[config.mk]
export PLATFORM = sky130hd
export DESIGN_NAME = shift_counter
export DESIGN_NICKNAME = d
export VERILOG_FILES = /design/src/include/shift_counter_pkg.sv /design/src/hw/shift_counter.sv
export VERILOG_INCLUDE_DIRS = /design/src /design/src/include
export SDC_FILE = /design/constraint.sdc
export NUM_CORES = 1
export LEC_CHECK = 0
export BUFFER_PORTS_ARGS = -buffer_cell sky130_fd_sc_hd__buf_2
export CAP_MARGIN = 0
export CORE_MARGIN = 4
export CORE_UTILIZATION = 30
export CTS_BUF_LIST = sky130_fd_sc_hd__clkbuf_2 sky130_fd_sc_hd__clkbuf_4 sky130_fd_sc_hd__clkbuf_8
export CTS_CLUSTER_SIZE = 8
export DETAILED_ROUTE_END_ITERATION = 12
export GPL_ROUTABILITY_DRIVEN = 1
export GPL_TIMING_DRIVEN = 0
export PLACE_DENSITY = 0.58
export SLEW_MARGIN = 40
export SYNTH_ARGS = -nofsm -noshare
export SYNTH_HDL_FRONTEND = slang
export SYNTH_SLANG_ARGS = --single-unit
[constraint.sdc]
create_clock -name clk -period 2.15 [get_ports clk]
set_input_delay 0.1075 -clock clk [delete_from_list [all_inputs] [get_ports clk]]
set_output_delay 0.1075 -clock clk [all_outputs]
set_load 0.01 [all_outputs]
[src/include/shift_counter_map.svh]
/*
  offsets-free constant map for the shift register counter family.
  assumes inclusion by bare name from the design.
*/
`ifndef SHIFT_COUNTER_MAP_SVH
`define SHIFT_COUNTER_MAP_SVH
`define SC_W4          4
`define SC_W7          7
`define SC_ALL1_4      4'hf
`define SC_ALL0_4      4'h0
`define SC_JUMP_FROM   4'h1
`define SC_JUMP_TO     4'h3
`define SC_LOAD_MASK7  7'h07
`define SC_DEC_LIMIT   4'h9
`define SC_PROG_MAX    7'h63
`endif

[src/include/shift_counter_pkg.sv]
/*
  types for the shift register counter family.
  assumes nothing beyond the map header.
*/
package shift_counter_pkg;
  typedef enum logic [6:0] {
    MODE_JOHNSON  = 7'h01,
    MODE_REVRING  = 7'h02,
    MODE_DECADE   = 7'h04,
    MODE_SIMPLE   = 7'h08,
    MODE_UPDOWN   = 7'h10,
    MODE_DIV4     = 7'h20,
    MODE_DIV7     = 7'h40
  } mode_t;
endpackage

[src/hw/shift_counter.sv]
/*
  shift register counter family: johnson ring, reversible ring, decade loop,
  simple feedback, up/down, divide-by-n 4/7 bit and two-decade program divider.
  assumes preset switches held stable around loads and mode chosen while idle.
*/
`timescale 1ns/1ps
`include "shift_counter_map.svh"
module shift_counter
  import shift_counter_pkg::*;
#(
  parameter int W = `SC_W7
)
(
  input  wire logic       clk,
  input  wire logic       rst_n,
  input  wire logic       master_clr,
  input  wire mode_t      mode,
  input  wire logic       count_up,
  input  wire logic [6:0] preset_sw,
  output logic [6:0]      stages,
  output logic            decode_hit,
  output logic            div_pulse
);
  // ****************************************
  // helpers
  // ****************************************
  // ring decode inverter plus and, active high
  function automatic logic ring_dec(input logic [3:0] q, input logic [1:0] k);
    logic [3:0] qx;
    qx = {q[0], q[3:1]};
    ring_dec = q[k] & ~qx[k];
  endfunction
  function automatic logic simple_fb(input logic first, input logic last);
    simple_fb = last ? first : ~first;
  endfunction
  // binary switch value split into tens and ones
  // values above 99 still divide by value plus one, up to 128
  function automatic logic [7:0] to_decades(input logic [6:0] v);
    logic [6:0] tens;
    logic [6:0] ones;
    tens       = v / 7'h0a;
    ones       = v - tens * 7'h0a;
    to_decades = {tens[3:0], ones[3:0]};
  endfunction

  logic [6:0] q_r;
  logic [6:0] q_nxt;
  logic [3:0] lo_dig_r;
  logic [3:0] hi_dig_r;
  logic       all1_hit;
  logic       load4;
  logic       load7;
  logic       fb;
  logic [6:0] q_upd;
  logic [7:0] dec_ld;

  assign all1_hit = (mode == MODE_DECADE) && (q_r[3:0] == `SC_ALL1_4);
  assign load4 = &q_r[2:0];
  assign load7 = &q_r[5:0];
  // all ones in decade mode clears the stages only, not the program divider
  // stages and decode always follow the register itself
  assign q_upd = (master_clr || all1_hit) ? 7'h00 : q_nxt;
  // reload value for the two decades
  assign dec_ld = to_decades(preset_sw);

  // ****************************************
  // next state
  // ****************************************
  always_comb
  begin
    fb    = 1'b0;
    q_nxt = q_r;
    case (mode)
      MODE_JOHNSON:
      begin
        // strays 2,5,a,4,6,9,b,d all drain into the loop
        fb    = ~q_r[3] & ~(q_r[2] & ~q_r[1]);
        q_nxt = {3'h0, q_r[2:0], fb};
      end
      MODE_REVRING:
      begin
        if (count_up)
          q_nxt = {4'h0, q_r[1:0], ~q_r[2] & ~(q_r[1] & ~q_r[0])};
        else
          q_nxt = {4'h0, ~q_r[0] & ~(q_r[1] & ~q_r[2]), q_r[2:1]};
      end
      MODE_DECADE:
      begin
        // second stage low with first stage high feeds a one, 0001 goes to 0011
        fb = simple_fb(q_r[0], q_r[3]) | (q_r[0] & ~q_r[1]);
        // zero on all ones, one on all zeros
        if (q_r[3:0] == `SC_ALL0_4)
          fb = 1'b1;
        else if (q_r[3:0] == `SC_ALL1_4)
          fb = 1'b0;
        // strays 2,5,a,4,9 fall back into the loop
        q_nxt = {3'h0, q_r[2:0], fb};
      end
      MODE_SIMPLE:
      begin
        fb    = simple_fb(q_r[0], q_r[3]);
        q_nxt = {3'h0, q_r[2:0], fb};
      end
      MODE_UPDOWN:
      begin
        // right shift up, left shift down
        if (count_up)
          q_nxt = {q_r[5:0], simple_fb(q_r[0], q_r[6])};
        else
          // exact inverse of the up step: zero in when first two stages differ
          q_nxt = {~(q_r[0] ^ q_r[1]), q_r[6:1]};
      end
      MODE_DIV4:
      begin
        if (load4)
          q_nxt = {3'h0, preset_sw[3:0]};
        else
          q_nxt = {3'h0, q_r[2:0], simple_fb(q_r[0], q_r[3])};
      end
      MODE_DIV7:
      begin
        if (load7)
          q_nxt = preset_sw;
        else
          q_nxt = {q_r[5:0], simple_fb(q_r[0], q_r[6])};
      end
      default:
        q_nxt = q_r;
    endcase
  end

  // ****************************************
  // stage register
  // ****************************************
  // common clock, master clear
  always_ff @(posedge clk or negedge rst_n)
  begin
    if (!rst_n)
      q_r <= 7'h00;
    else
      q_r <= q_upd;
  end

  // ****************************************
  // program divider, two decades counting down
  // ****************************************
  // divides by switch value plus one
  always_ff @(posedge clk or negedge rst_n)
  begin
    if (!rst_n)
    begin
      lo_dig_r <= 4'h0;
      hi_dig_r <= 4'h0;
    end
    else if (master_clr)
    begin
      lo_dig_r <= 4'h0;
      hi_dig_r <= 4'h0;
    end
    else if (lo_dig_r == 4'h0 && hi_dig_r == 4'h0)
    begin
      lo_dig_r <= dec_ld[3:0];
      hi_dig_r <= dec_ld[7:4];
    end
    else if (lo_dig_r == 4'h0)
    begin
      lo_dig_r <= `SC_DEC_LIMIT;
      hi_dig_r <= hi_dig_r - 4'h1;
    end
    else
      lo_dig_r <= lo_dig_r - 4'h1;
  end

  // ****************************************
  // outputs, all registered
  // ****************************************
  always_ff @(posedge clk or negedge rst_n)
  begin
    if (!rst_n)
    begin
      stages     <= 7'h00;
      decode_hit <= 1'b0;
      div_pulse  <= 1'b0;
    end
    else
    begin
      stages     <= q_upd;
      // decode of state selected by sw
      decode_hit <= ring_dec(q_upd[3:0], preset_sw[1:0]);
      // one pulse per divider period; program divider in every mode but div4 and div7
      // a clear drops the pulse too, so no stale period end leaks past it
      div_pulse  <= master_clr ? 1'b0 :
                    (mode == MODE_DIV4) ? load4 :
                    (mode == MODE_DIV7) ? load7 :
                    (lo_dig_r == 4'h0 && hi_dig_r == 4'h0);
    end
  end
endmodule

=== Yosys cells after proc, flatten, opt, wreduce, memory -nomap -nowiden ===
Index checks and enable logic that the tools add are counted.

* Register bits: 17
* Input bits: 18
* Output and inout bits: 9
* Word-level logic and storage cells: 72

* Add/sub/neg operators: 3
* Multiply operators: 1
* Divide/modulo/power cells: 1
* $lt $le $gt $ge: 1
* Equality and inequality tests: 8
* Muxes and demuxes: 23
* Bitwise operators: 19
* Reduce and logical (&&, ||, !) cells: 10

{| class="wikitable"
|+ Operator list
! operator !! number
|-
| $pmux 7 s7 || 1
|-
| $mux 4 || 7
|-
| $mux 7 || 3
|-
| $logic_not 4->1 || 3
|-
| $mux 1 || 9
|-
| $not 1->1 || 9
|-
| $and 1x1->1 || 8
|-
| $reduce_bool 8->1 || 1
|-
| $sub 4x1->4 const B || 2
|-
| $div 7x4->7 const B || 1
|-
| $eq 7x1->1 const B || 1
|-
| $eq 7x2->1 const B || 1
|-
| $eq 7x3->1 const B || 1
|-
| $eq 7x4->1 const B || 1
|-
| $eq 7x5->1 const B || 1
|-
| $eq 7x6->1 const B || 1
|-
| $eq 7x7->1 const B || 1
|-
| $mul 7x3->3 const B || 1
|-
| $reduce_and 6->1 || 1
|-
| $bmux 1 s2 || 2
|-
| $eq 4x4->1 const B || 1
|-
| $sub 4x4->4 || 1
|-
| $lt 2x3->1 const B || 1
|-
| $mux 3 || 1
|-
| other kinds (6) || 7
|}

=== Depth between registers and ports, before layout ===
Gate-level depths: netlist of run 1.

* Word-level depth: 11
* Mapped depth: 16
* Depth with buffers taken out: 16

=== Worst setup path after synthesis of run 1 ===
No wires, ideal clock.

* Path type: input to register
* From: in preset_sw[4]
* To: reg lo_dig_r[3]
* Setup time: 122 ps
* Data arrival time: 3,004 ps
* Data required time: 2,028 ps
* Path slack: -976 ps
* Stages on the path: 16
* Path buffers: 1
* Cells stage by stage: nand2b_1 clkbuf_1 mux2i_1 o21ai_0 o311a_1 inv_1 ha_1 nor2b_1 o21ai_0 a22oi_1 nand3_1 ha_1 fa_1 xnor2_1 xnor2_1 a2111oi_1

* Cells in the longest elaborated chain, start to end: 5

{| class="wikitable"
|+ Ends and longest elaborated chain
! what !! RTL line !! text
|-
| start: declaration || shift_counter.sv:19 || <nowiki>input wire logic [6:0] preset_sw,</nowiki>
|-
| $div 7x4->7 || shift_counter.sv:41 || <nowiki>tens = v / 7'h0a;</nowiki>
|-
| $mul 7x3->3 || shift_counter.sv:42 || <nowiki>ones = v - tens * 7'h0a;</nowiki>
|-
| $sub 4x4->4 || shift_counter.sv:42 ||
|-
| $mux 4 || shift_counter.sv:160 || <nowiki>else if (lo_dig_r == 4'h0 && hi_dig_r == 4'h0)</nowiki>
|-
| $mux 4 || shift_counter.sv:155 || <nowiki>else if (master_clr)</nowiki>
|-
| end signal: assignment || shift_counter.sv:162 || <nowiki>lo_dig_r <= dec_ld[3:0];</nowiki>
|-
| end signal: assignment || shift_counter.sv:167 || <nowiki>lo_dig_r <= `SC_DEC_LIMIT;</nowiki>
|-
| end signal: assignment || shift_counter.sv:171 || <nowiki>lo_dig_r <= lo_dig_r - 4'h1;</nowiki>
|-
| end: declaration || shift_counter.sv:48 || <nowiki>logic [3:0] lo_dig_r;</nowiki>
|}

Every way passes these cells.
A chain may end at the register's enable or synchronous reset.

=== Worst setup path in the final report of run 1 ===
* From: in preset_sw[5]
* To: reg lo_dig_r[3]

Same word-level chain as after synthesis.

==> results.yml, run 1 <==
routing:
  route.detailed.drc: 0
  wl_per_cell_um: 14.6
  ant_nets: 0
  routed_via_density: 5.44
  wirelength_um: 5180
  firstDrtPassIters: 4
  first_iter_violations: 66
  vias: 1938
global_route:
  grt_max_degree: 18
  antenna_found_initial: 0
  grt_pass1_vias: 1904
  grt_pass1_wl_um: 8920
  gr-total-overflow: 0
  track_usage_pct: 14.2
place:
  gp_congestion: 0.858
  dp_hpwl_um: 3850
  port_buffers: 21
floorplanning:
  die_h_um: 87.5
  io_pins: 27
  die_area_sq_mm: 0.00765
  core-area_sq_mm: 0.00603
  initial_core_util_pct: 31.4
  die_w_um: 87.5
  fp-row-count: 28
cts:
  cts_max_path_buffers: 2
  ctsHtreeMaxLevel: 1
  cts_tree: "done"
  cts-root-buf: "clkbuf_8"
  clkTransAtPathRegs_ns: 0.07
  clock_latency_ns: 0.25
  cts_inserted_buffers: 3
  cts.sinks: 17
worst_setup_path:
  worstPathArrival_ns: 2.74
  path_max_fanout: 5
  startpoint_type: "primary input"
  worstSetupEndpointType: "flop"
  crit_type: "primary input to flop"
  required_ns: 2.29
timing:
  tns_ns: -0.833
  fin_crit_sh_pct: 121
  relSlewSlack_pct: 66.1
  drv_slew: 0
  setup_violations: 3
  worst_slack_ns: -0.446
  hold-worst-slack_ns: 0.181
  fin_skew_ns: 0.00148
  rsz0062_at_grt: "yes"
  timing_hold_violations_final: 0
  period_needed_ns: 2.60
  fmax_mhz: 385
  tightest_slew_ns: 0.504
pwr:
  p_seq_share_pct: 30.8
  swShare_pct: 42.9
  internal_power_mw: 0.864
  p_per_area_mw_per_mm2: 608
  total_power_mw: 1.51
  power_frac_comb_pct: 53.3
  ir_worst_vdd_v: 0.000426
  pwr-share-clk_pct: 15.8
  p_sw_mw: 0.648
  total_leakage_power_nw: 1.06
synth:
  synth_cells: 240
  synthesis.area_sq_mm: 0.00189
  ys_ff_latch: 17
  ys_seq_area_share_pct: 22.5
  yosys_warnings: 0
  yosysUniqueCellTypes: 59
  synthArstFlopShare_pct: 100
  synthFlopType: "dfrtp_1"
  synthesis.nets: 269
  synth_edf_count: 0
  syn-mean-instance-area_sq_um: 7.89
finish:
  area_growth_pct: 31.2
  n_antenna_cell: 0
  post_route_cells_drive_above_1_share_pct: 33.8
  nets: 311
outcome:
  status: "finished with violations"
  violations: "negative setup slack"
hold_path:
  hp-class: "primary input to flop"
run:
  cap_violations: 0
==> power by group through the flow <==
stage | logic, mW | registers, mW | clock network (mW)
floorplan | 0.566 | 0.456 | 0
global placement | 0.723 | 0.470 | 0
detailed placement | 0.733 | 0.467 | 0
CTS | 0.769 | 0.464 | 0.246
global route | 0.925 | 0.477 | 0.260
finish | 0.806 | 0.466 | 0.239
==> logic make-up (layout without fill, tap and decap cells) <==
family	Yosys count	count (layout)	synth area share, %
fa+ha+maj	12	12	8.19
buf+inv	29	70	7.26
simple gates	95	95	27.8
compound gates	72	72	26.5
mux	3	3	2.25
flops	17	17	22.5
xor+xnor	12	12	5.55
==> worst max-delay path: stages <==
cell and delay [ns]:
buf_8 0.10, buf_8 0.12, mux2i_1 0.11, o21ai_1 0.12, o311a_1 0.20, inv_1 0.05
ha_1 0.26, nor2b_4 0.17, o21ai_2 0.06, a22oi_1 0.18, nand3_1 0.13, ha_2 0.20
fa_2 0.35, xnor2_2 0.14, xnor2_1 0.16, a2111oi_2 0.29
==> state kept, by name, summed over array words and instances (netlist names) <==
| signal | flops |
|---|---|
| stages | 7 |
| decode_hit | 1 |
| div_pulse | 1 |
| lo_dig_r | 4 |
| hi_dig_r | 4 |
==> cells in the final DEF, fill, tap and decap left out, types with 5 or more instances in the layout <==
cell and instances:
a21oi_1 13, a22o_1 5, buf_2 23, buf_4 16
buf_6 6, dfrtp_1 15, ha_1 6, inv_1 13
nand2_1 24, nand3_1 6, nor2_1 19, nor2b_1 8
nor3_1 6, o21ai_0 14, xor2_1 10
==> worst paths after layout <==
| path | start | endpoint | slack (ns) | cells after the start |
|---|---|---|---|---|
| max | preset_sw[5] | lo_dig_r[3] | -0.45 | 16 |
| min | preset_sw[0] | lo_dig_r[0] | 0.18 | 3 |
| max reg2reg | stages[0] | decode_hit | -0.14 | 8 |
| min reg2reg | lo_dig_r[0] | lo_dig_r[0] | 0.50 | 1 |
| max in group asynchronous | rst_n | stages[0] | 1.55 | 2 |
| min in group asynchronous | rst_n | div_pulse | 0.30 | 2 |
==> per-stage QoR <==
stage	util (%)	setup slack, ns	cell area [sq um]	std cells
global placement	35.9	-1.04	2170	336
floorplan	-	-0.629	1970	240
CTS	39.6	-0.543	2380	354
global route	41.3	-0.663	2490	356
finish	41.3	-0.446	2490	356
detailed placement	35.9	-1.07	2170	336
==> synth_stat cells (2+ instances only) <==
cell | n | area, sq um
buf_2 | 5 | 25.0
nor4b_1 | 3 | 26.3
a22oi_1 | 2 | 15.0
a31oi_1 | 4 | 25.0
nand2b_1 | 5 | 31.3
xor2_1 | 10 | 87.6
and4_1 | 2 | 17.5
o21ai_0 | 16 | 80.1
inv_1 | 15 | 56.3
nor2_1 | 19 | 71.3
clkbuf_1 | 6 | 22.5
ha_1 | 10 | 125
nand2_1 | 25 | 93.8
o211ai_1 | 4 | 30.0
and2_1 | 4 | 25.0
xnor2_1 | 2 | 17.5
mux2i_1 | 2 | 20.0
nor3b_1 | 3 | 22.5
nor2b_1 | 9 | 56.3
a21oi_1 | 14 | 70.1
a211oi_1 | 2 | 15.0
a22o_1 | 5 | 43.8
nor3_1 | 6 | 30.0
nand3_1 | 7 | 35.0
o31ai_1 | 4 | 30.0
o21ai_1 | 2 | 10.0
buf_6 | 3 | 33.8
nor4_1 | 2 | 12.5
dfrtp_1 | 17 | 425
o32a_1 | 3 | 30.0
==> area by class of cell <==
type | count | area, sq um
plain buffers | 13 | 104
inverters | 15 | 56.3
multi-input cells | 194 | 1500
flip-flops and latches | 17 | 428
repair buffers | 38 | 262
clock inverters | 1 | 5.00
clock buffers | 3 | 41.3
well taps | 75 | 93.8
fillers | 622 | 3540
==> layer usage <==
| layer | track usage [%] | wire length, um |
|---|---|---|
| met1 | 19.0 | 2350 |
| met2 | 24.7 | 2560 |
| met3 | 2.08 | 211 |
| met4 | 2.09 | 65 |
| met5 | 0 | 0 |
==> what timing repair did <==
item,4_1_cts,5_1_grt
endpoints found under the hold margin,17,0
setup buffers,14,2
hold buffers,1,0
pin swaps,15,17
setup endpoints to repair,4,6
resized for setup,16,24
cloned,0,0
No activity file was read; power rests on OpenSTA's default activity.
==> run 2: changes to the inputs <==
--- a/config.mk
+++ b/config.mk
@@ -13,8 +13,9 @@
 export CTS_BUF_LIST = sky130_fd_sc_hd__clkbuf_2 sky130_fd_sc_hd__clkbuf_4 sky130_fd_sc_hd__clkbuf_8
 export CTS_CLUSTER_SIZE = 8
 export DETAILED_ROUTE_END_ITERATION = 12
-export GPL_ROUTABILITY_DRIVEN = 1
+export GPL_ROUTABILITY_DRIVEN = 0
 export GPL_TIMING_DRIVEN = 0
+export MAX_ROUTING_LAYER = met4
 export PLACE_DENSITY = 0.58
 export SLEW_MARGIN = 40
 export SYNTH_ARGS = -nofsm -noshare
==> results.yml, run 2 (same netlist as run 1, synthesis figures left out) <==
worst_setup_path:
  cp.buffers_inverters: 3
  cp_cell_sequence: "buf_8 > buf_8 > mux2i_1 > o21ai_1 > o311a_1 > inv_1 > ha_1 > nor2b_4 > o21ai_2 > a22oi_1 > nand3_1 > ha_2 > fa_2 > xnor2_2 > xnor2_1 > a2111oi_2"
  path_delay_family: "compound AO/OA/AOI/OAI gates"
  crit-reg2reg-launch: "stages[0]"
  critPathSlowestCell: "fa_2"
  max_stage_delay_ns: 0.35
  required_ns: 2.29
  worstPathArrival_ns: 2.74
  reg2reg_depth: 8
  reg2reg_to: "decode_hit"
  worstSetupEndpointType: "flop"
  path_max_fanout: 5
  startpoint_type: "primary input"
  reg2reg_setup_slack_ns: -0.14
  crit_type: "primary input to flop"
  cp_common_cell: "buf_8"
global_route:
  busiest_layer: "met2"
  grt_max_degree: 18
  track_usage_pct: 14.7
  grt_pass1_vias: 1899
  use_met3_pct: 1.89
  antenna_found_initial: 0
  gr-total-overflow: 0
  grt_use_met2_pct: 24.6
  grt_use_met1_pct: 19.3
  grt_pass1_wl_um: 8930
hold_path:
  hp-class: "primary input to flop"
  hp-start: "preset_sw[0]"
  hold_depth: 3
  min_to: "lo_dig_r[0]"
cts:
  clkTransAtPathRegs_ns: 0.07
  clock_latency_ns: 0.25
  ctsHtreeMaxLevel: 1
  cts_inserted_buffers: 3
  cts.sinks: 17
  cts-root-buf: "clkbuf_8"
  cts_max_path_buffers: 2
  cts_tree: "done"
place:
  dp_hpwl_um: 3850
  dp_slack_ns: -1.07
  port_buffers: 21
  dp_cells: 336
routing:
  route.detailed.drc: 0
  first_iter_violations: 76
  wirelength_um: 5180
  vias: 1949
  ant_nets: 0
  firstDrtPassIters: 4
  routed_via_density: 5.47
  wl_per_cell_um: 14.6
pwr:
  total_leakage_power_nw: 1.06
  total_power_mw: 1.51
  p_sw_mw: 0.648
  internal_power_mw: 0.863
  swShare_pct: 42.9
  p_per_area_mw_per_mm2: 608
  power_frac_comb_pct: 53.4
  pwr-share-clk_pct: 15.8
  p_seq_share_pct: 30.8
  ir_worst_vdd_v: 0.000426
timing:
  setup_violations: 3
  tns_ns: -0.831
  rsz0062_at_grt: "yes"
  fmax_mhz: 385
  drv_slew: 0
  fin_crit_sh_pct: 121
  relSlewSlack_pct: 66.1
  tightest_slew_ns: 0.505
  worst_slack_ns: -0.445
  period_needed_ns: 2.60
  fin_skew_ns: 0.00179
  timing_hold_violations_final: 0
finish:
  most-common-layout-cells: "nand2_1, buf_2, nor2_1"
  registers.top_by_ff_count: "stages"
  post_route_cells_drive_above_1_share_pct: 33.8
  final_common_cell: "nand2_1"
  top_regs: "stages: 7 flops, hi_dig_r: 4 flops, lo_dig_r: 4 flops"
  area_growth_pct: 31.2
  fin_cells: 356
  nets: 311
  largest_register_ffs: 7
  n_antenna_cell: 0
floorplanning:
  die_h_um: 87.5
  initial_core_util_pct: 31.4
  die_w_um: 87.5
  fp-row-count: 28
  core-area_sq_mm: 0.00603
  die_area_sq_mm: 0.00765
  io_pins: 27
outcome:
  violations: "negative setup slack"
  status: "finished with violations"
run:
  cap_violations: 0
==> run 2: repair_timing <==
item / in CTS / in global routing
pin swaps: 15 / 17
cloned: 0 / 0
setup buffers: 14 / 2
endpoints found under the setup margin: 4 / 6
hold buffers: 1 / 0
hold endpoints to repair: 17 / 0
resized for setup: 16 / 24
==> run 2: worst max-delay path by stage <==
stage / start / to / slack, ns / cells after the start
final: preset_sw[5] / lo_dig_r[3] / -0.45 / 16
after global routing: preset_sw[5] / lo_dig_r[3] / -0.66 / 16
after CTS: preset_sw[5] / lo_dig_r[3] / -0.54 / 16
after detailed placement: preset_sw[4] / lo_dig_r[3] / -1.07 / 17
after global placement: preset_sw[4] / lo_dig_r[3] / -1.04 / 17
after floorplan: preset_sw[4] / lo_dig_r[3] / -0.63 / 16
==> run 2: metrics by stage <==
step           util (%)  cell area, sq um  hold WS [ns]
5_1_grt            41.3              2490         0.172
2_1_floorplan         -              1970        -0.188
6_report           41.3              2490         0.189
3_3_place_gp       35.9              2170        0.0482
4_1_cts            39.6              2380         0.177
3_5_place_dp       35.9              2170        0.0493
==> run 2: area by class of cell <==
type | count | area [sq um]
Sequential cell | 17 | 428
Buffer | 13 | 104
Timing Repair Buffer | 38 | 262
Multi-Input combinational cell | 194 | 1500
Tap cell | 75 | 93.8
Fill cell | 622 | 3540
Inverter | 15 | 56.3
Clock buffer | 3 | 41.3
Clock inverter | 1 | 5.00
==> run 2: power groups by stage <==
stage	clock network, mW	logic, mW	registers, mW
detailed placement	0	0.733	0.467
global route	0.260	0.925	0.477
CTS	0.246	0.769	0.464
global placement	0	0.723	0.470
finish	0.239	0.806	0.466
floorplan	0	0.566	0.456
==> run 2: metal layers <==
layer  vias up  routed length (um)
met2        33                2590
met3         9                 166
met5         -                   0
li1        961                   -
met4         0                  64
met1       946                2360
==> run 2: worst reg2reg max path: cells and delay by family, from the launching register on <==
family,cells,cell delay (ns)
compound gates,3,0.54
simple gates,3,0.59
flops,1,0.41
fa+ha+maj,1,0.18
mux,1,0.45
==> run 3: changes to the inputs <==
--- a/config.mk
+++ b/config.mk
@@ -8,7 +8,7 @@
 export LEC_CHECK = 0
 export BUFFER_PORTS_ARGS = -buffer_cell sky130_fd_sc_hd__buf_2
 export CAP_MARGIN = 0
-export CORE_MARGIN = 4
+export CORE_MARGIN = 2
 export CORE_UTILIZATION = 30
 export CTS_BUF_LIST = sky130_fd_sc_hd__clkbuf_2 sky130_fd_sc_hd__clkbuf_4 sky130_fd_sc_hd__clkbuf_8
 export CTS_CLUSTER_SIZE = 8
@@ -16,8 +16,9 @@
 export GPL_ROUTABILITY_DRIVEN = 0
 export GPL_TIMING_DRIVEN = 0
 export MAX_ROUTING_LAYER = met4
-export PLACE_DENSITY = 0.58
+export PLACE_DENSITY_LB_ADDON = 0.05
 export SLEW_MARGIN = 40
 export SYNTH_ARGS = -nofsm -noshare
 export SYNTH_HDL_FRONTEND = slang
 export SYNTH_SLANG_ARGS = --single-unit
+export TNS_END_PERCENT = 30
==> results.yml, run 3 (same netlist as run 1, synthesis figures left out) <==
outcome:
  status: "finished with violations"
  violations: "negative setup slack"
finish:
  top_regs: "stages: 7 flops, hi_dig_r: 4 flops, lo_dig_r: 4 flops"
  multiInputGateArea_sq_mm: 0.00145
  ff_latch_area_sq_um: 428
  registers.top_by_ff_count: "stages"
  final_area_sq_mm: 0.00238
  post_route_cells_drive_above_1_share_pct: 28.8
  n_antenna_cell: 0
  most-common-layout-cells: "nand2_1, buf_2, nor2_1"
  area_growth_pct: 25.9
  nets: 304
  final_common_cell: "nand2_1"
  nFillCells: 664
  largest_register_ffs: 7
floorplanning:
  io_pins: 27
  fp-row-count: 28
  die_area_sq_mm: 0.00697
  core-area_sq_mm: 0.00603
  initial_core_util_pct: 31.4
  die_h_um: 83.5
  die_w_um: 83.5
worst_setup_path:
  critPathSlowestCell: "fa_2"
  path_delay_family: "compound AO/OA/AOI/OAI gates"
  path_max_fanout: 5
  required_ns: 2.29
  crit-reg2reg-launch: "stages[1]"
  max_stage_delay_ns: 0.37
  cp_cell_sequence: "buf_8 > buf_8 > mux2i_1 > o21ai_1 > o311a_1 > inv_1 > ha_1 > nor2b_4 > o21ai_2 > a22oi_2 > nand3_2 > ha_4 > fa_2 > xnor2_2 > xnor2_2 > a2111oi_2"
  crit_path_start: "preset_sw[5]"
  worstPathArrival_ns: 2.82
  startpoint_type: "primary input"
  worstSetupEndpointType: "flop"
  crit_type: "primary input to flop"
  cp.buffers_inverters: 3
pwr:
  ir_worst_vdd_v: 0.000443
  p_per_area_mw_per_mm2: 650
  total_power_mw: 1.55
  total_leakage_power_nw: 1.02
hold_path:
  hp-start: "preset_sw[0]"
  hp-class: "primary input to flop"
timing:
  timing_hold_violations_final: 0
  fmax_mhz: 374
  period_needed_ns: 2.67
  setup_violations: 3
  drv_slew: 0
  relSlewSlack_pct: 61.4
  tightest_slew_ns: 0.579
  fin_skew_ns: 0.00643
  rsz0062_at_grt: "yes"
  fin_crit_sh_pct: 124
  worst_slack_ns: -0.524
cts:
  clkTransAtPathRegs_ns: 0.07
  cts.sinks: 17
  cts_max_path_buffers: 2
  clock_latency_ns: 0.25
  cts-root-buf: "clkbuf_8"
  cts_inserted_buffers: 3
  cts_tree: "done"
  ctsHtreeMaxLevel: 1
global_route:
  grt_max_degree: 18
  track_usage_pct: 16.6
  grt_pass1_wl_um: 9310
  antenna_found_initial: 0
  gr-total-overflow: 0
  grt_pass1_vias: 1864
routing:
  ant_nets: 0
  firstDrtPassIters: 4
  first_iter_violations: 49
  wl_met3_um: 82
  routed_via_density: 5.32
  route.detailed.drc: 0
  vias: 1855
  wirelength_um: 5380
  highest_layer: "met4"
  routedLengthMet1_um: 2490
  wl_per_cell_um: 15.4
  dr_wl_met2_um: 2790
place:
  port_buffers: 21
  dp_hpwl_um: 4160
  placed_cell_area_sq_mm: 0.00212
run:
  cap_violations: 0
-- run 3: layout make-up --
| type | instances | share of cell area, % |
|---|---|---|
| repair buffers | 31 | 8.92 |
| inverters | 15 | 2.36 |
| flip-flops and latches | 17 | 17.9 |
| clock buffers | 4 | 2.05 |
| plain buffers | 13 | 3.93 |
| well taps | 75 | 3.93 |
| multi-input cells | 194 | 60.9 |
-- run 3: report_power, final --
| group | switching (mW) | leakage, nW | internal (mW) |
|---|---|---|---|
| sequential | 0.0737 | 0.227 | 0.394 |
| clock | 0.104 | 0.0262 | 0.144 |
| combinational | 0.482 | 0.770 | 0.352 |
-- run 3: routing by layer --
metal | up-vias | GRT usage [%]
met3 | 2 | 2.18
met5 | - | -
met4 | 0 | 2.64
li1 | 943 | -
met1 | 897 | 21.6
met2 | 13 | 28.2
-- run 3: stage by stage --
step | TNS, ns | hold WS, ns | util, % | std cells | worst slack, ns
floorplan | -1.37 | -0.188 | - | 240 | -0.648
global placement | -3.73 | 0.0592 | 35.2 | 336 | -1.11
detailed placement | -3.60 | 0.0627 | 35.2 | 336 | -1.13
CTS | -1.38 | 0.186 | 38.1 | 347 | -0.657
finish | -1.19 | 0.192 | 39.6 | 349 | -0.524
global route | -1.51 | 0.202 | 39.6 | 349 | -0.656
-- run 3: path summary, 6_finish.rpt --
check | to | cells after the start | slack, ns
worst max-delay path | lo_dig_r[3] | 16 | -0.52
worst min-delay path | lo_dig_r[0] | 3 | 0.19
worst max register to register | decode_hit | 8 | -0.38
worst min register to register | lo_dig_r[0] | 1 | 0.48
max in group asynchronous | stages[0] | 2 | 1.52
min in group asynchronous | lo_dig_r[2] | 2 | 0.31
-- run 3: timing repair --
item | in CTS | in global routing
buffers inserted | 6 | 3
pin swaps | 8 | 12
hold buffers | 1 | 0
resized for setup | 18 | 21
endpoints found under the hold margin | 17 | 0
setup endpoints to repair | 6 | 6
-- run 3: worst register-to-register path, stage by stage, from the launching register on --
cell,delay [ns]
dfrtp_2,0.47
ha_4,0.20
and4_1,0.25
and2_1,0.21
a31oi_2,0.15
o32a_1,0.33
a31oi_2,0.26
nor2b_1,0.07
mux4_2,0.46
